===== src/hw/pubs_pkg.sv =====
// package: constants and carrier types for the power-up boot sequencer
package pubs_pkg;
  // clock source selection codes
  localparam logic [1:0] PUBS_CLKSEL_RC    = 2'h0;
  localparam logic [1:0] PUBS_CLKSEL_PLL0  = 2'h1;
  localparam logic [1:0] PUBS_CLKSEL_PLL1  = 2'h2;
  localparam logic [1:0] PUBS_CLKSEL_OSC   = 2'h3;
  // sizes
  localparam int         PUBS_NUM_PLL      = 2;
  localparam int         PUBS_NUM_MOD      = 8;
  localparam int         PUBS_DIV_W        = 3;
  // pass-through divider code
  localparam logic [2:0] PUBS_DIV_NONE     = 3'h0;
  // first fetch address, start of internal flash
  localparam logic [31:0] PUBS_RESET_ADDR  = 32'h8000_0000;
  // nominal rc oscillator rate
  localparam int         PUBS_RC_FREQ_HZ   = 115000;
  // reset release synchroniser depth
  localparam int         PUBS_SYNC_STAGES  = 2;
  // register map (word-aligned byte offsets)
  localparam logic [3:0] PUBS_REG_CLKCFG   = 4'h0;
  localparam logic [3:0] PUBS_REG_GATE     = 4'h4;
  localparam logic [3:0] PUBS_REG_DIV      = 4'h8;
  localparam logic [3:0] PUBS_REG_STATUS   = 4'hC;
  // clkcfg fields
  localparam int         PUBS_CFG_PLL_LSB  = 0;
  localparam int         PUBS_CFG_SEL_LSB  = 4;
  // reset values
  localparam logic [7:0] PUBS_GATE_RST     = 8'hFF;
  localparam logic [23:0] PUBS_DIV_RST     = 24'h000000;

  // clock control outputs travel together
  typedef struct packed {
    logic [1:0]                 clk_sel;
    logic [PUBS_NUM_PLL-1:0]    pll_en;
    logic [PUBS_NUM_MOD-1:0]    gate_en;
    logic [PUBS_NUM_MOD*PUBS_DIV_W-1:0] div;
  } pubs_clk_t;

  // fuse bits for monitor keep-alive
  typedef struct packed {
    logic keep_io_mon;
    logic keep_core_mon;
  } pubs_fuse_t;

  typedef enum logic [2:0] {
    PUBS_ST_MON_ON,
    PUBS_ST_WAIT_SUPPLY,
    PUBS_ST_CLK_INIT,
    PUBS_ST_RELEASE,
    PUBS_ST_RUN
  } pubs_state_t;
endpackage


===== src/hw/pubs_top.sv =====
// power-up boot sequencer: monitors, reset hold, clock defaults, cpu start
//
// Behaviour
// enable both supply monitors first, before any other startup step.
// hold internal reset until both monitors report supply above threshold.
// select the system rc oscillator as system clock once supplies stable.
// after power-up keep or disable each monitor per its fuse bit.
// plls disabled at startup, stay off until software enables them.
// every module clock gate open at startup.
// all clock dividers pass-through at startup.
// cpu fetches first instruction at 0x8000_0000 on reset release.
// firmware should keep io supply monitor on during flash access.
// software may enable plls, program dividers, gate unused clocks.
// internal reset release synchronised to the rc oscillator clock.
//
// The placing of the registers and the address-and-strobe port were decided locally.
`timescale 1ns/1ps
module pubs_top (
  // clock and reset (clock is the rc oscillator)
  input  wire logic               clk_sys_in,
  input  wire logic               sys_rst_in,
  // supply monitor results, asynchronous
  input  wire logic               io_supply_ok_in,
  input  wire logic               core_supply_ok_in,
  // fuse bits, asynchronous straps
  input  wire pubs_pkg::pubs_fuse_t fuse_in,
  // register port
  input  wire logic [3:0]         reg_addr_in,
  input  wire logic [31:0]        reg_wdata_in,
  input  wire logic               reg_wr_in,
  input  wire logic               reg_rd_in,
  output logic [31:0]             reg_rdata_out,
  // monitor enables
  output logic                    io_supply_monitor_en_out,
  output logic                    core_supply_monitor_en_out,
  // system reset and cpu start
  output logic                    core_rst_out,
  output logic                    cpu_start_out,
  output logic [31:0]             cpu_fetch_addr_out,
  // clock control
  output pubs_pkg::pubs_clk_t     clk_ctrl_out
);
  import pubs_pkg::*;

  //----------------------------------------------------------------
  // input synchronisers
  //----------------------------------------------------------------
  logic io_ok;
  logic core_ok;
  logic keep_io;
  logic keep_core;

  pubs_sync u_sync_io (
    .clk_sys_in (clk_sys_in),
    .sys_rst_in (sys_rst_in),
    .async_in   (io_supply_ok_in),
    .sync_out   (io_ok)
  );
  pubs_sync u_sync_core (
    .clk_sys_in (clk_sys_in),
    .sys_rst_in (sys_rst_in),
    .async_in   (core_supply_ok_in),
    .sync_out   (core_ok)
  );
  pubs_sync u_sync_fio (
    .clk_sys_in (clk_sys_in),
    .sys_rst_in (sys_rst_in),
    .async_in   (fuse_in.keep_io_mon),
    .sync_out   (keep_io)
  );
  pubs_sync u_sync_fcore (
    .clk_sys_in (clk_sys_in),
    .sys_rst_in (sys_rst_in),
    .async_in   (fuse_in.keep_core_mon),
    .sync_out   (keep_core)
  );

  //----------------------------------------------------------------
  // sequencer
  //----------------------------------------------------------------
  pubs_state_t state;
  pubs_state_t next_state;
  logic        next_io_mon;
  logic        next_core_mon;
  logic        next_rst;
  logic        next_start;
  logic        next_cfg_ld;
  logic        cfg_ld;

  // supplies are re-checked in every state after PUBS_ST_WAIT_SUPPLY: a dip on an enabled monitor drops back to reset
  always_comb begin
    next_state    = state;
    next_io_mon   = io_supply_monitor_en_out;
    next_core_mon = core_supply_monitor_en_out;
    next_rst      = core_rst_out;
    next_start    = 1'b0;
    next_cfg_ld   = 1'b0;
    case (state)
      PUBS_ST_MON_ON: begin
        next_io_mon   = 1'b1;
        next_core_mon = 1'b1;
        next_rst      = 1'b1;
        next_state    = PUBS_ST_WAIT_SUPPLY;
      end
      PUBS_ST_WAIT_SUPPLY: begin
        next_rst = 1'b1;
        if (io_ok && core_ok) begin
          next_state = PUBS_ST_CLK_INIT;
        end
      end
      PUBS_ST_CLK_INIT: begin
        next_cfg_ld   = 1'b1;
        next_io_mon   = keep_io;
        next_core_mon = keep_core;
        next_state    = PUBS_ST_RELEASE;
      end
      PUBS_ST_RELEASE: begin
        // release on a registered edge of the rc clock
        next_rst   = 1'b0;
        next_start = 1'b1;
        next_state = PUBS_ST_RUN;
      end
      PUBS_ST_RUN: begin
        next_rst = 1'b0;
      end
      default: begin
        next_state = PUBS_ST_MON_ON;
      end
    endcase
    // monitors only judge supplies while enabled; keep reset held on loss
    if (state != PUBS_ST_MON_ON && state != PUBS_ST_WAIT_SUPPLY &&
        ((io_supply_monitor_en_out && !io_ok) ||
         (core_supply_monitor_en_out && !core_ok))) begin
      next_state    = PUBS_ST_MON_ON;
      next_rst      = 1'b1;
      next_start    = 1'b0;
      next_cfg_ld   = 1'b0;
    end
  end

  always_ff @(posedge clk_sys_in or posedge sys_rst_in) begin
    if (sys_rst_in) begin
      state                      <= PUBS_ST_MON_ON;
      io_supply_monitor_en_out   <= 1'b1;
      core_supply_monitor_en_out <= 1'b1;
      core_rst_out               <= 1'b1;
      cpu_start_out              <= 1'b0;
      cfg_ld                     <= 1'b0;
    end else begin
      state                      <= next_state;
      io_supply_monitor_en_out   <= next_io_mon;
      core_supply_monitor_en_out <= next_core_mon;
      core_rst_out               <= next_rst;
      cpu_start_out              <= next_start;
      cfg_ld                     <= next_cfg_ld;
    end
  end

  // fetch address is constant but registered so the output is a flop
  always_ff @(posedge clk_sys_in or posedge sys_rst_in) begin
    if (sys_rst_in) begin
      cpu_fetch_addr_out <= PUBS_RESET_ADDR;
    end else begin
      cpu_fetch_addr_out <= PUBS_RESET_ADDR;
    end
  end

  //----------------------------------------------------------------
  // clock control registers
  //----------------------------------------------------------------
  pubs_clk_t next_clk;
  logic      sw_ok;

  // software writes ignored while the core is held in reset
  assign sw_ok = !core_rst_out && reg_wr_in;

  always_comb begin
    next_clk = clk_ctrl_out;
    if (cfg_ld) begin
      next_clk.clk_sel = PUBS_CLKSEL_RC;
      next_clk.pll_en  = '0;
      next_clk.gate_en = PUBS_GATE_RST;
      next_clk.div     = PUBS_DIV_RST;
    end else if (sw_ok) begin
      case (reg_addr_in)
        PUBS_REG_CLKCFG: begin
          next_clk.pll_en  = reg_wdata_in[PUBS_CFG_PLL_LSB +: PUBS_NUM_PLL];
          next_clk.clk_sel = reg_wdata_in[PUBS_CFG_SEL_LSB +: 2];
        end
        PUBS_REG_GATE: begin
          next_clk.gate_en = reg_wdata_in[PUBS_NUM_MOD-1:0];
        end
        PUBS_REG_DIV: begin
          next_clk.div = reg_wdata_in[PUBS_NUM_MOD*PUBS_DIV_W-1:0];
        end
        default: begin
          next_clk = clk_ctrl_out;
        end
      endcase
    end
  end

  always_ff @(posedge clk_sys_in or posedge sys_rst_in) begin
    if (sys_rst_in) begin
      clk_ctrl_out.clk_sel <= PUBS_CLKSEL_RC;
      clk_ctrl_out.pll_en  <= '0;
      clk_ctrl_out.gate_en <= PUBS_GATE_RST;
      clk_ctrl_out.div     <= PUBS_DIV_RST;
    end else begin
      clk_ctrl_out <= next_clk;
    end
  end

  //----------------------------------------------------------------
  // read port, data one cycle after the strobe, zero otherwise
  //----------------------------------------------------------------
  logic [31:0] next_rdata;

  always_comb begin
    next_rdata = 32'h0000_0000;
    if (reg_rd_in) begin
      case (reg_addr_in)
        PUBS_REG_CLKCFG: begin
          next_rdata[PUBS_CFG_PLL_LSB +: PUBS_NUM_PLL] = clk_ctrl_out.pll_en;
          next_rdata[PUBS_CFG_SEL_LSB +: 2]            = clk_ctrl_out.clk_sel;
        end
        PUBS_REG_GATE: next_rdata[PUBS_NUM_MOD-1:0] = clk_ctrl_out.gate_en;
        PUBS_REG_DIV:  next_rdata[PUBS_NUM_MOD*PUBS_DIV_W-1:0] = clk_ctrl_out.div;
        PUBS_REG_STATUS: begin
          next_rdata[0] = io_ok;
          next_rdata[1] = core_ok;
          next_rdata[2] = io_supply_monitor_en_out;
          next_rdata[3] = core_supply_monitor_en_out;
          next_rdata[4] = core_rst_out;
        end
        default: next_rdata = 32'h0000_0000;
      endcase
    end
  end

  always_ff @(posedge clk_sys_in or posedge sys_rst_in) begin
    if (sys_rst_in) begin
      reg_rdata_out <= 32'h0000_0000;
    end else begin
      reg_rdata_out <= next_rdata;
    end
  end
endmodule // pubs_top


===== src/hw/pubs_sync.sv =====
// two flip-flop level synchroniser
`timescale 1ns/1ps
module pubs_sync (
  // clock and reset
  input  wire logic clk_sys_in,
  input  wire logic sys_rst_in,
  // data
  input  wire logic async_in,
  output logic      sync_out
);
  logic meta;
  logic next_meta;
  logic next_sync;

  // first stage feeds only the second
  always_comb begin
    next_meta = async_in;
    next_sync = meta;
  end

  always_ff @(posedge clk_sys_in or posedge sys_rst_in) begin
    if (sys_rst_in) begin
      meta     <= 1'b0;
      sync_out <= 1'b0;
    end else begin
      meta     <= next_meta;
      sync_out <= next_sync;
    end
  end
endmodule // pubs_sync


===== config.mk =====
export PLATFORM = sky130hd
export DESIGN_NAME = pubs_top
export DESIGN_NICKNAME = d
export VERILOG_FILES = /design/src/hw/pubs_pkg.sv /design/src/hw/pubs_top.sv /design/src/hw/pubs_sync.sv
export SDC_FILE = /design/constraint.sdc
export NUM_CORES = 1
export LEC_CHECK = 0
export BUFFER_PORTS_ARGS = -buffer_cell sky130_fd_sc_hd__buf_2
export CAP_MARGIN = 10
export CELL_PAD_IN_SITES_DETAIL_PLACEMENT = 0
export CELL_PAD_IN_SITES_GLOBAL_PLACEMENT = 1
export CORE_MARGIN = 2
export CORE_UTILIZATION = 39
export DETAILED_ROUTE_END_ITERATION = 8
export PLACE_DENSITY = 0.87
export SKIP_LAST_GASP = 1
export SYNTH_ARGS = -nofsm -noshare
export SYNTH_HDL_FRONTEND = slang
export SYNTH_SLANG_ARGS = --single-unit

===== constraint.sdc =====
create_clock -name clk_sys_in -period 4.66 [get_ports clk_sys_in]
set_clock_uncertainty 0.1 [all_clocks]
set_input_delay 0.699 -clock clk_sys_in [delete_from_list [all_inputs] [get_ports clk_sys_in]]
set_output_delay 0.699 -clock clk_sys_in [all_outputs]
set_load 0.01 [all_outputs]

# After elaboration in Yosys (flattened, before gate mapping)
# Index checks and enable logic that the tools add are counted.
# word_totals
regBits	84
# classes
n_reduce_logical	25
mux	23
eq_ne	10
# op_table
cell	n
$mux 36	2
$mux 24	2
$mux 16	1
$pmux 3 s5	1
$reduce_bool 2->1	5
$eq 4x4->1 const B	2
$mux 8	1
$pmux 2 s4	1
$reduce_and 2->1	4
$eq 3x2->1 const B	2
$logic_and 1x1->1	6
$mux 3	2
$pmux 1 s2	3
$pmux 2 s3	1
$reduce_bool 3->1	2
$mux 1	5
$eq 4x3->1 const B	1
$logic_not 4->1	1
$mux 4	1
$pmux 1 s4	1
$pmux 2 s2	1
$reduce_or 2->1	2
$eq 3x1->1 const B	1
$eq 3x3->1 const B	1
7 further kinds	9

# Logic depth before layout (Yosys ltp)
# Gate-level depths: netlist (run 1).
# logic_depth
word_depth	6
ltp_mapped	5
mapped_depth_nobuf	3

# Modules after synthesis
# Synthesis (run 1) repeated with hierarchy kept, for this count alone.
# unflattened
cells_unflattened	342
hier_area_um2	3617.2
# by_module_without_submodules
mod	cells_each	area_each_um2	instances	seq_area_each_um2
pubs_top	330	3402.0	1	1715.4
pubs_sync	3	53.8	4	50.0

# Least setup slack after synthesis (run 1)
# OpenSTA, ideal clock, no wires.
# synth_path
path_kind	input to register
from	in reg_addr_in[1]
to	reg clk_ctrl_out[24] (netlist bit)
path_stages	5
t_arrival_ps	1783
path_buffers	2
path_slack_ps	2702
setup_time_ps	75
path_cell_list	or4b_4 > buf_6 > nor2b_2 > buf_4 > mux2i_1
# synth_via
elab_chain_len	3
# synth_rtl
item	line	source
start, declared	pubs_top.sv:28	input wire logic [3:0] reg_addr_in,
$eq 4x3->1	pubs_top.sv:185	case (reg_addr_in)
$reduce_bool 2->1 (no source line)	n/a	
$reduce_and 2->1 (no source line)	n/a	
end signal, assigned	pubs_top.sv:210	clk_ctrl_out <= next_clk;
end, declared	pubs_top.sv:41	output pubs_pkg::pubs_clk_t clk_ctrl_out
# No other way between the ends.
# A chain may end at the register's enable or synchronous reset.

# Worst setup path after layout (run 1)
# layout_path
from	in reg_addr_in[1]
to	reg clk_ctrl_out[25] (netlist bit)
# Same word-level chain as after synthesis.

==> metrics.md, run 1 <==
| Metric | Value |
|---|---|
| Outcome | `complete, no violations` |
| Hold Violations, Final | `0` |
| HPWL after DPL | `5150 µm` |
| # DRC | `0` |
| Antenna Cells | `0` |
| Cell total after placement | `526` |
| Final ANT Viol Nets | `0` |
| Fmax | `453 MHz` |
| Initial DRC count | `111` |
| Period minus WS final | `2.21 ns` |
| Worst-Skew Late Latency | `0.34 ns` |
| Critical Path Fanout Max | `27` |
| Max cap viols | `0` |
| Gpl congestion | `0.723` |
| Area Overhead vs Synth | `15.8%` |
| Power Density | `431 mW/mm²` |
| Largest net degree at the start of global routing | `69` |
| Worst setup EP type | `flip-flop` |
| Setup ws final | `2.45 ns` |
| Post-synthesis cell type count | `34` |
| Gate Count Post-Synth | `338` |
| Setup repair bufs after CTS | `0` |
| Yosys reg bits | `76` |
| Post-synthesis compound-gate area fraction | `9.41%` |
| Wire per inst | `14.1 µm` |
| Drt first pass iters | `4` |
| Num CTS Buffers | `9` |
| Register Area | `0.00192 mm²` |
| I/O pins | `roughly 150` |
| Fraction of registers with async set/reset | `100%` |
| Setup Crit Path Kind | `in2reg` |
| Main combinational cell family by area after synthesis | `simple AND/OR/NAND/NOR gates` |
| Clock Tree Buf Depth | `2` |
| Worst R2R Start | `core_rst_out` |
| Site Rows | `35` |
| RSZ-0062 raised after global routing | `no` |
| Met1 global-route usage | `around a fifth` |
| Crit path cell chain | `buf_2 > or4b_4 > nor2b_2 > mux2i_1` |
| Hold path start | `u_sync_core.meta` |
| Logic pwr share | `23.5%` |
| Non-Filler Instances | `between 500 and 600` |
| Slew HR | `between 30% and 40%` |
| Number of synthesis warnings | `0` |
| Port buffer count | `99` |
| CTS root buf | `clkbuf_8` |
| Final Max Tran Viols | `0` |
| GR Overflow Total | `0` |
| Internal power | `1.23 mW` |
| Post-layout nets | `470` |
| CP Data Arrival Time | `2.37 ns` |
| HP Class | `reg2reg` |
| Lkg Pwr | `2.15 nW` |
| Worst Path Required | `4.82 ns` |
| Die Height | `approximately 100 µm` |
| Die area | `0.0100 mm²` |
| Die Width | `100 µm` |
| Initial antenna violation count | `0` |
| XOR/XNOR Fraction of Synth Area | `0%` |
| Startpoint Class | `primary input` |
| Starting Density | `39.5%` |
| Avg Synthesized Cell Area | `10.7 µm²` |
| Seq/Total Area, Yosys | `between 50% and 60%` |
| Post-synth top area cell | `dfrtp_1` |
| Footprint of the multi-input gates | `0.00142 mm²` |
| Sequential share of power | `about half` |
| Simple-Gate Fraction of Synth Area | `about a fifth` |
| Setup violations, final | `0` |
| Pre-CTS setup slack | `about 2.1 ns` |
| Total Wirelength | `around 7600 µm` |
| Worst slew pin tran | `0.981 ns` |
| Fin Setup TNS | `0 ns` |
| Synth Area in Adders | `0%` |
| Most used DFF post-synth | `dfrtp_1` |
| Number of global-route vias before repair | `roughly 2300` |
| Clk pwr share | `27.2%` |
| Top post-synthesis cells by area | `dfrtp_1 45%, buf_4 8.5%, dfstp_2 8.0%` |
| Post-synth top area share | `45.2%` |
| Post_cts resized | `0` |
| Max VDD drop | `166 µV` |
| Post-synthesis mux area share | `6.11%` |
| Critical path's slowest cell | `or4b_4` |
| P_sw | `568 µW` |
| H-tree Lvls | `3` |
| Layout cell share with drive strength beyond 1 | `32.9%` |
| GR Layer Usage met2 | `approximately a quarter` |
| Synthesized cell area | `around 0.0036 mm²` |
| Final worst-path cycle share | `47.4%` |
| Vias | `roughly 2500` |
| Total power | `between 1.5 and 2 mW` |
| Switch share | `around a third` |
| Most used routing layer | `met2` |
| # hold bufs at CTS | `0` |
| GR Util met3 | `3.97%` |
| Total GRT Usage | `~16%` |
| Clk sinks | `76` |
| First-pass GRT wire length | `about 12000 µm` |
| CTS tree | `yes` |
| EDFF count, synth | `0` |
| Clk slew on worst S/H paths | `0.08 ns` |
| Core area | `0.00911 mm²` |
| Final core occ | `45.8%` |
| Crit path launch | `reg_addr_in[1]` |
| Critical path's largest stage delay | `0.68 ns` |
| # fillers | `885` |
| Via density per instance | `4.63` |
==> logic make-up (layout without fill, tap and decap cells) <==
group / after synthesis / after routing
other: 2 / 40
buffers and inverters: 62 / 117
AOI/OAI and AO/OA: 62 / 62
muxes: 18 / 18
and+or+nand+nor: 118 / 118
DFF: 76 / 76
==> critical path, delay by kind of cell <==
kind / cells / cell delay, ns
buffers and inverters: 1 / 0.10
multiplexers: 1 / 0.30
AND/OR/NAND/NOR: 2 / 1.25
==> final cells by class <==
cell class	instances	area share [%]
Sequential cell	76	46.0
Multi-Input combinational cell	238	34.0
Timing Repair Buffer	100	12.1
Tap cell	111	3.33
Clock buffer	10	3.06
Clock inverter	6	1.56
Inverter	1	0.0900
==> worst paths after layout <==
path                                              to  slack, ns  cells after the start
max in group asynchronous           clk_ctrl_out[28]       3.03                      3
min in group asynchronous       u_sync_core.sync_out       0.44                      2
worst max-delay path                clk_ctrl_out[25]       2.45                      4
worst min-delay path            u_sync_core.sync_out       0.25                      0
worst max register to register      clk_ctrl_out[25]       2.49                      3
worst min register to register  u_sync_core.sync_out       0.25                      0
==> registers in the layout, summed over array words and instances, names as in the netlist <==
| register | count |
|---|---|
| cfg_ld | 1 |
| clk_ctrl_out | 36 |
| core_rst_out | 1 |
| core_supply_monitor_en_out | 1 |
| cpu_start_out | 1 |
| io_supply_monitor_en_out | 1 |
| reg_rdata_out | 24 |
| state | 3 |
| u_sync_core.meta | 1 |
| u_sync_core.sync_out | 1 |
| u_sync_fcore.meta | 1 |
| u_sync_fcore.sync_out | 1 |
| u_sync_fio.meta | 1 |
| u_sync_fio.sync_out | 1 |
| u_sync_io.meta | 1 |
| u_sync_io.sync_out | 1 |
==> Yosys cell counts (2+ instances only) <==
library cell  number
dfrtp_1           65
buf_4             41
nand2b_1          32
o21ai_0           32
nor2b_1           30
nor2_1            24
o21ai_1           20
and2_1            17
clkbuf_1          14
mux2i_1           13
dfstp_2           11
a22oi_1            4
nand2_1            4
buf_2              3
buf_6              3
mux4_2             3
a21boi_0           2
conb_1             2
mux2_2             2
or3b_2             2
==> metal layers <==
| layer | up-vias | part of all wire (%) |
|---|---|---|
| met5 | - | 0 |
| met1 | 1206 | 42 |
| met2 | 100 | 49 |
| met3 | 6 | 7.1 |
| li1 | 1197 | - |
| met4 | 0 | 1.3 |
==> layout by cell type (no fill, tap or decap), types with 3 or more instances in the layout <==
cell	Yosys	routed
a22oi_1	4	4
and2_1	17	17
buf_2	3	99
clkbuf_8	0	9
clkinvlp_4	0	4
conb_1	2	40
dfrtp_1	65	64
dfstp_2	11	11
mux2i_1	13	13
mux4_2	3	3
nand2_1	4	4
nand2b_1	32	32
nor2_1	24	24
nor2b_1	30	30
o21ai_0	32	32
o21ai_1	20	20
==> stage by stage <==
stage                     area (µm²)  hold slack, ns
final                           4170           0.254
after global routing            4170           0.261
after CTS                       4170           0.256
after detailed placement        3980           0.237
after global placement          3980           0.236
after floorplan                 3740           0.231
==> power groups by stage <==
stage                     clock (mW)  combinational [mW]  sequential [mW]
final                          0.489               0.421            0.885
after global routing           0.527               0.471            0.906
after CTS                      0.499               0.426            0.888
after detailed placement           0               0.423            0.900
after global placement             0               0.412            0.893
after floorplan                    0               0.269            0.906
Note: power is estimated with default switching activity, not from simulation.
==> inputs of run 2 (changes only) <==
CORE_UTILIZATION = 36   (was 39)
PLACE_DENSITY = 0.81   (was 0.87)
clock period = 2.05 ns   (was 4.66 ns; I/O delays follow)
==> run 2 against run 1 <==
Combinational power rose by 140%; critical path depth did not move; first-iteration DRC count fell by 24%; count of clock-buffer cells in the layout rose by 5; utilization fell by 1.1 points; hold slack got worse by 0.16 ns; routed wire length rose by 4.5%; non-clock buffer count rose by 14; global-route usage fell by 0.53 points; largest cell class unchanged; largest power group unchanged; highest routed layer unchanged.
==> metrics.md, run 2 (synthesized netlist as in run 1, its figures left out) <==
| Metric | Value |
|---|---|
| Outcome | `complete, no violations (unchanged)` |
| Sequential share of power | `47.9% (was 49.3%)` |
| Commonest non-fill, non-tap cell in the layout | `buf_2 (unchanged)` |
| Worst Path Required | `2.17 ns (was 4.82 ns)` |
| Via density per instance | `4.44 (was 4.63)` |
| Largest net degree at the start of global routing | `64 (was 69)` |
| Setup slack, reg-to-reg | `0.27 ns (was 2.49 ns)` |
| Most frequent cells in the layout | `99 x buf_2, 64 x dfrtp_1, 40 x conb_1 (unchanged)` |
| Worst-case reg-to-reg path depth | `4 (was 3)` |
| Area Overhead vs Synth | `20.7% (was 15.8%)` |
| Site Rows | `36 (was 35)` |
| Wire per inst | `13.8 µm (was 14.1 µm)` |
| # fillers | `947 (was 885)` |
| Clk pwr share | `27.7% (was 27.2%)` |
| Initial DRC count | `84 (was 111)` |
| Num CTS Buffers | `9 (unchanged)` |
| Pre-CTS setup slack | `0.291 ns (was 2.14 ns)` |
| Max FFs per register | `36 (unchanged)` |
| CTS root buf | `clkbuf_8 (unchanged)` |
| Clk slew on worst S/H paths | `0.07 ns (was 0.08 ns)` |
| Internal power | `2.89 mW (was 1.23 mW)` |
| Initial antenna violation count | `0 (unchanged)` |
| GR Overflow Total | `0 (unchanged)` |
| Setup violations, final | `0 (unchanged)` |
| Power Density | `954 mW/mm² (was 431 mW/mm²)` |
| RSZ-0062 raised after global routing | `no (unchanged)` |
| HPWL after DPL | `5560 µm (was 5150 µm)` |
| Hold Violations, Final | `0 (unchanged)` |
| Worst R2R Start | `core_rst_out (unchanged)` |
| Non-Filler Instances | `578 (was 542)` |
| Final hold slack | `0.0973 ns (was 0.254 ns)` |
| Die Width | `104 µm (was 100 µm)` |
| HP Class | `in2reg (was reg2reg)` |
| Final ANT Viol Nets | `0 (unchanged)` |
| Hold path start | `reg_wdata_in[15] (was u_sync_core.meta)` |
| Hold Crit Depth | `3 (was 0)` |
| Layout cell share with drive strength beyond 1 | `33.3% (was 32.9%)` |
| Slew HR | `65.1% (was 34.6%)` |
| Logic pwr share | `24.4% (was 23.5%)` |
| Core area | `0.00973 mm² (was 0.00911 mm²)` |
| Setup repair bufs after CTS | `0 (unchanged)` |
| Antenna Cells | `0 (unchanged)` |
| Vias | `2568 (was 2509)` |
| Gpl congestion | `0.769 (was 0.723)` |
| P_sw | `1.26 mW (was 568 µW)` |
| CTS tree | `yes (unchanged)` |
| Worst Hold Path EP | `clk_ctrl_out[15] (was u_sync_core.sync_out)` |
| Final worst-path cycle share | `87.0%` |
| Worst-Skew Late Latency | `0.34 ns (about the same)` |
| Port buffer count | `99 (unchanged)` |
| Register Area | `0.00192 mm² (unchanged)` |
| Total Wirelength | `7980 µm (was 7640 µm)` |
| Cell total after placement | `557 (was 526)` |
| Top reg by flops | `clk_ctrl_out (unchanged)` |
| Final Max Tran Viols | `0 (unchanged)` |
| Lkg Pwr | `2.23 nW (was 2.15 nW)` |
| Critical Path Fanout Max | `19 (was 27)` |
| Largest regs | `clk_ctrl_out: 36 flops, reg_rdata_out: 24 flops, state: 3 flops (unchanged)` |
| I/O pins | `148 (unchanged)` |
| # DRC | `0 (unchanged)` |
| Number of global-route vias before repair | `2505 (was 2322)` |
| Clk sinks | `76 (unchanged)` |
| CP Data Arrival Time | `1.90 ns (was 2.37 ns)` |
| Max VDD drop | `312 µV (was 166 µV)` |
| Fmax | `561 MHz` |
| Die Height | `104 µm (was 100 µm)` |
| First-pass GRT wire length | `13100 µm (was 12100 µm)` |
| Footprint of the multi-input gates | `0.00142 mm² (unchanged)` |
| Worst setup EP type | `flip-flop (unchanged)` |
| H-tree Lvls | `3 (unchanged)` |
| Drt first pass iters | `4 (unchanged)` |
| Reg2reg end | `clk_ctrl_out[20] (was clk_ctrl_out[25])` |
| Setup ws final | `0.267 ns (was 2.45 ns)` |
| Switch share | `30.4% (was 31.6%)` |
| Fin Setup TNS | `0 ns (unchanged)` |
| Worst slew pin tran | `0.523 ns (was 0.981 ns)` |
| Setup Crit Path Kind | `reg2reg (was in2reg)` |
| Clock Tree Buf Depth | `2 (unchanged)` |
| Die area | `0.0108 mm² (was 0.0100 mm²)` |
| Startpoint Class | `flip-flop (was primary input)` |
| Post-layout nets | `484 (was 470)` |
| Total GRT Usage | `15.2% (was 15.7%)` |
| Starting Density | `37.0% (was 39.5%)` |
| Period minus WS final | `~1.8 ns` |
| Max cap viols | `0 (unchanged)` |
-- run 2: through the flow --
stage | util, % | instance area, µm² | total power, mW
final | 44.7 | 4350 | 4.15
after global routing | 44.7 | 4350 | 4.42
after CTS | 44.7 | 4350 | 4.19
after detailed placement | 42.2 | 4100 | 3.03
after global placement | 42.2 | 4100 | 3.00
after floorplan | - | 3750 | 2.67
-- run 2: what timing repair did --
action,in CTS,in global routing
gates resized for setup,0,0
setup endpoints to repair,0,0
endpoints found under the hold margin,20,0
hold buffers,5,0
-- run 2: worst max path at each step --
| stage | slack (ns) | depth (start not counted) | start | end |
|---|---|---|---|---|
| final | 0.27 | 4 | core_rst_out | clk_ctrl_out[20] |
| after global routing | 0.17 | 4 | core_rst_out | clk_ctrl_out[19] |
| after CTS | 0.28 | 4 | core_rst_out | clk_ctrl_out[20] |
| after detailed placement | 0.29 | 4 | core_rst_out | clk_ctrl_out[20] |
| after global placement | 0.31 | 5 | reg_addr_in[1] | clk_ctrl_out[19] |
| after floorplan | 0.39 | 5 | core_rst_out | clk_ctrl_out[24] |
-- run 2: final cells by class --
class	count	share of cell area, %
Multi-Input combinational cell	238	32.6
Tap cell	133	3.83
Timing Repair Buffer	114	14.8
Clock buffer	15	3.83
Sequential cell	76	44.1
Inverter	1	0.173
Clock inverter	1	0.690
-- run 2: layer usage --
layer  up-vias  share of wire, %  GRT usage [%]
met5         -                 0              0
met4         0               1.4           5.50
met3         8               7.8           4.01
met2       105                49           24.9
met1      1223                42           19.3
li1       1232                 -              -
-- run 2: power by group through the flow --
stage	combinational (mW)	sequential [mW]	clock (mW)
3_5_place_dp	1.01	2.02	0
6_report	1.01	1.99	1.15
3_3_place_gp	0.986	2.01	0
4_1_cts	1.02	1.99	1.18
2_1_floorplan	0.612	2.06	0
5_1_grt	1.14	2.03	1.25
-- run 2: critical path, stage by stage (launching register included) --
cell	delay (ns)
dfstp_2	0.40
or4b_4	0.63
buf_4	0.24
o21ai_0	0.18
o21ai_0	0.10
==> inputs of run 3 (changes only) <==
BUFFER_PORTS_ARGS = not set   (was -buffer_cell sky130_fd_sc_hd__buf_2)
CORE_UTILIZATION = 45   (was 36)
DONT_BUFFER_PORTS = 1   (was not set)
PLACE_DENSITY = 0.77   (was 0.81)
REMOVE_ABC_BUFFERS = 1   (was not set)
==> run 3 against run 2 <==
Worst setup slack lost 0.079 ns; clock power is essentially flat; die area shrank 19%; via count shrank 11%; routed wire length shrank 4.3%; first-iteration DRC count grew 83%; critical path depth shrank 1; flip-flop and latch count is the same; fmax shrank 4.2%; non-clock buffer count shrank 83; hold slack lost 0.090 ns; sequential power grew 8%; critical endpoint is now clk_ctrl_out[21]; largest cell class unchanged; largest power group unchanged.
==> metrics.md, run 3 (synthesized netlist as in run 1, its figures left out) <==
| Metric | Value |
|---|---|
| Worst-case reg-to-reg path depth | `3 (was 4)` |
| Period minus WS final | `1.86 ns (was 1.78 ns)` |
| Internal power | `2.69 mW (was 2.89 mW)` |
| Largest net degree at the start of global routing | `69 (was 64)` |
| Hold Violations, Final | `0 (unchanged)` |
| Die area | `0.00874 mm² (was 0.0108 mm²)` |
| Clk slew on worst S/H paths | `0.08 ns (was 0.07 ns)` |
| GR Overflow Total | `0 (unchanged)` |
| Via density per instance | `4.94 (was 4.44)` |
| Final hold slack | `0.00705 ns (was 0.0973 ns)` |
| Site Rows | `32 (was 36)` |
| Post-layout nets | `401 (was 484)` |
| Layout cell share with drive strength beyond 1 | `13.3% (was 33.3%)` |
| First-pass GRT wire length | `11800 µm (was 13100 µm)` |
| Initial DRC count | `154 (was 84)` |
| Max cap viols | `0 (unchanged)` |
| Worst R2R Start | `core_rst_out (unchanged)` |
| Critical path's largest stage delay | `0.67 ns (was 0.63 ns)` |
| Worst Hold Path EP | `clk_ctrl_out[13] (was clk_ctrl_out[15])` |
| Hold path start | `reg_wdata_in[13] (was reg_wdata_in[15])` |
| Commonest non-fill, non-tap cell in the layout | `dfrtp_1 (was buf_2)` |
| Total Wirelength | `7640 µm (was 7980 µm)` |
| Reg2reg end | `clk_ctrl_out[21] (was clk_ctrl_out[20])` |
| Starting Density | `46.6% (was 37.0%)` |
| Critical path's slowest cell | `or4b_4 (unchanged)` |
| Final Max Tran Viols | `0 (unchanged)` |
| Worst-Skew Late Latency | `0.35 ns (was 0.34 ns)` |
| Worst slew pin tran | `0.607 ns (was 0.523 ns)` |
| Setup violations, final | `0 (unchanged)` |
| CP bufs+invs | `0 (was 1)` |
| Antenna Cells | `0 (unchanged)` |
| Hold Crit Depth | `2 (was 3)` |
| HPWL after DPL | `4880 µm (was 5560 µm)` |
| Vias | `2291 (was 2568)` |
| Cell total after placement | `423 (was 557)` |
| Clk sinks | `76 (unchanged)` |
| RSZ-0062 raised after global routing | `no (unchanged)` |
| Critical Path Fanout Max | `24 (was 19)` |
| Max VDD drop | `488 µV (was 312 µV)` |
| P_sw | `1.27 mW (was 1.26 mW)` |
| Slew HR | `59.5% (was 65.1%)` |
| Clk pwr share | `29.3% (was 27.7%)` |
| Final ANT Viol Nets | `0 (unchanged)` |
| Number of global-route vias before repair | `2218 (was 2505)` |
| Port buffer count | `0 (was 99)` |
| I/O pins | `148 (unchanged)` |
| Non-Filler Instances | `464 (was 578)` |
| Total GRT Usage | `17.8% (was 15.2%)` |
| Initial antenna violation count | `0 (unchanged)` |
| Lkg Pwr | `1.84 nW (was 2.23 nW)` |
| H-tree Lvls | `3 (unchanged)` |
| Pre-CTS setup slack | `0.204 ns (was 0.291 ns)` |
| Outcome | `complete, no violations (unchanged)` |
| Worst setup EP type | `flip-flop (unchanged)` |
| Die Width | `93.5 µm (was 104 µm)` |
| Most frequent cells in the layout | `64 x dfrtp_1, 40 x conb_1, 32 x nand2b_1, 32 x o21ai_0, 30 x nor2b_1 (was 99 x buf_2, 64 x dfrtp_1, 40 x conb_1)` |
| Setup ws final | `0.188 ns (was 0.267 ns)` |
| Switch share | `32.0% (was 30.4%)` |
| Die Height | `93.5 µm (was 104 µm)` |
| Crit path cell chain | `or4b_4 > nand2b_4 > o21ai_0 (was or4b_4 > buf_4 > o21ai_0 > o21ai_0)` |
| Max FFs per register | `36 (unchanged)` |
| Num CTS Buffers | `9 (unchanged)` |
| Setup slack, reg-to-reg | `0.19 ns (was 0.27 ns)` |
| Startpoint Class | `flip-flop (unchanged)` |
| # DRC | `0 (unchanged)` |
| Gpl congestion | `0.807 (was 0.769)` |
| Largest regs | `clk_ctrl_out: 36 flops, reg_rdata_out: 24 flops, state: 3 flops (unchanged)` |
| Worst Path Required | `2.21 ns (was 2.17 ns)` |
| CTS tree | `yes (unchanged)` |
| CTS root buf | `clkbuf_8 (unchanged)` |
| Fmax | `537 MHz (was 561 MHz)` |
| Total power | `3.96 mW (was 4.15 mW)` |
| Final worst-path cycle share | `90.8% (was 87.0%)` |
| Core area | `0.00773 mm² (was 0.00973 mm²)` |
| Drt first pass iters | `4 (unchanged)` |
| HP Class | `in2reg (unchanged)` |
| Final core occ | `51.6% (was 44.7%)` |
| Clock Tree Buf Depth | `2 (unchanged)` |
| Area Overhead vs Synth | `10.6% (was 20.7%)` |
| Logic pwr share | `16.7% (was 24.4%)` |
| Wire per inst | `16.5 µm (was 13.8 µm)` |
| Sequential share of power | `53.9% (was 47.9%)` |
| Top reg by flops | `clk_ctrl_out (unchanged)` |
| Critical path's top delay family | `simple AND/OR/NAND/NOR gates (unchanged)` |
| CP Data Arrival Time | `2.02 ns (was 1.90 ns)` |
| Setup Crit Path Kind | `reg2reg (unchanged)` |
| Power Density | `994 mW/mm² (was 954 mW/mm²)` |
[run 3: cell types whose count changed in the layout (fill, tap and decap cells not counted)]
cell,previous run,this run
buf_2,99,0
buf_4,8,4
clkbuf_1,4,1
clkbuf_8,11,9
clkinv_2,0,1
clkinvlp_4,1,2
dlygate4sd3_1,5,25
inv_6,0,3
[run 3: stage by stage]
stage	instance area, µm²	setup TNS, ns
2_1_floorplan	3340	-18.05
5_1_grt	3990	0
4_1_cts	3990	0
3_5_place_dp	3540	0
3_3_place_gp	3540	0
6_report	3990	0
[run 3: metal layers]
metal	wire (µm)	share of wire, %	vias to the layer above	track usage [%]
met5	0	0	-	0
li1	-	-	1066	-
met4	85	1.1	0	5.76
met1	3150	41	1111	22.3
met2	3750	49	109	29.0
met3	647	8.5	5	6.37
[run 3: area by class of cell]
class	instances	area (µm²)
Clock inverter	6	71.3
Multi-Input combinational cell	238	1420
Clock buffer	10	128
Timing Repair Buffer	31	320
Inverter	1	5.00
Sequential cell	76	1920
Fill cell	691	3740
Tap cell	102	128
[run 3: worst max path at each step]
stage / cells past startpoint / end / startpoint / slack [ns]
after floorplan: 1 / cfg_ld / sys_rst_in / -0.28
after global placement: 3 / clk_ctrl_out[22] / core_rst_out / 0.23
after detailed placement: 3 / clk_ctrl_out[21] / core_rst_out / 0.20
after CTS: 3 / clk_ctrl_out[21] / core_rst_out / 0.18
after global routing: 3 / clk_ctrl_out[21] / core_rst_out / 0.13
final: 3 / clk_ctrl_out[21] / core_rst_out / 0.19
[run 3: power by group through the flow]
stage	clock network [mW]	registers, mW	logic [mW]
6_report	1.16	2.14	0.662
3_5_place_dp	0	2.17	0.624
2_1_floorplan	0	2.09	0.500
5_1_grt	1.27	2.18	0.756
3_3_place_gp	0	2.16	0.607
4_1_cts	1.20	2.14	0.667
[run 3: what timing repair did]
item | CTS | global route
hold buffers | 25 | 0
buffers inserted | 0 | 0
resized for setup | 0 | 0
hold endpoints to repair | 57 | 0
endpoints found under the setup margin | 0 | 0
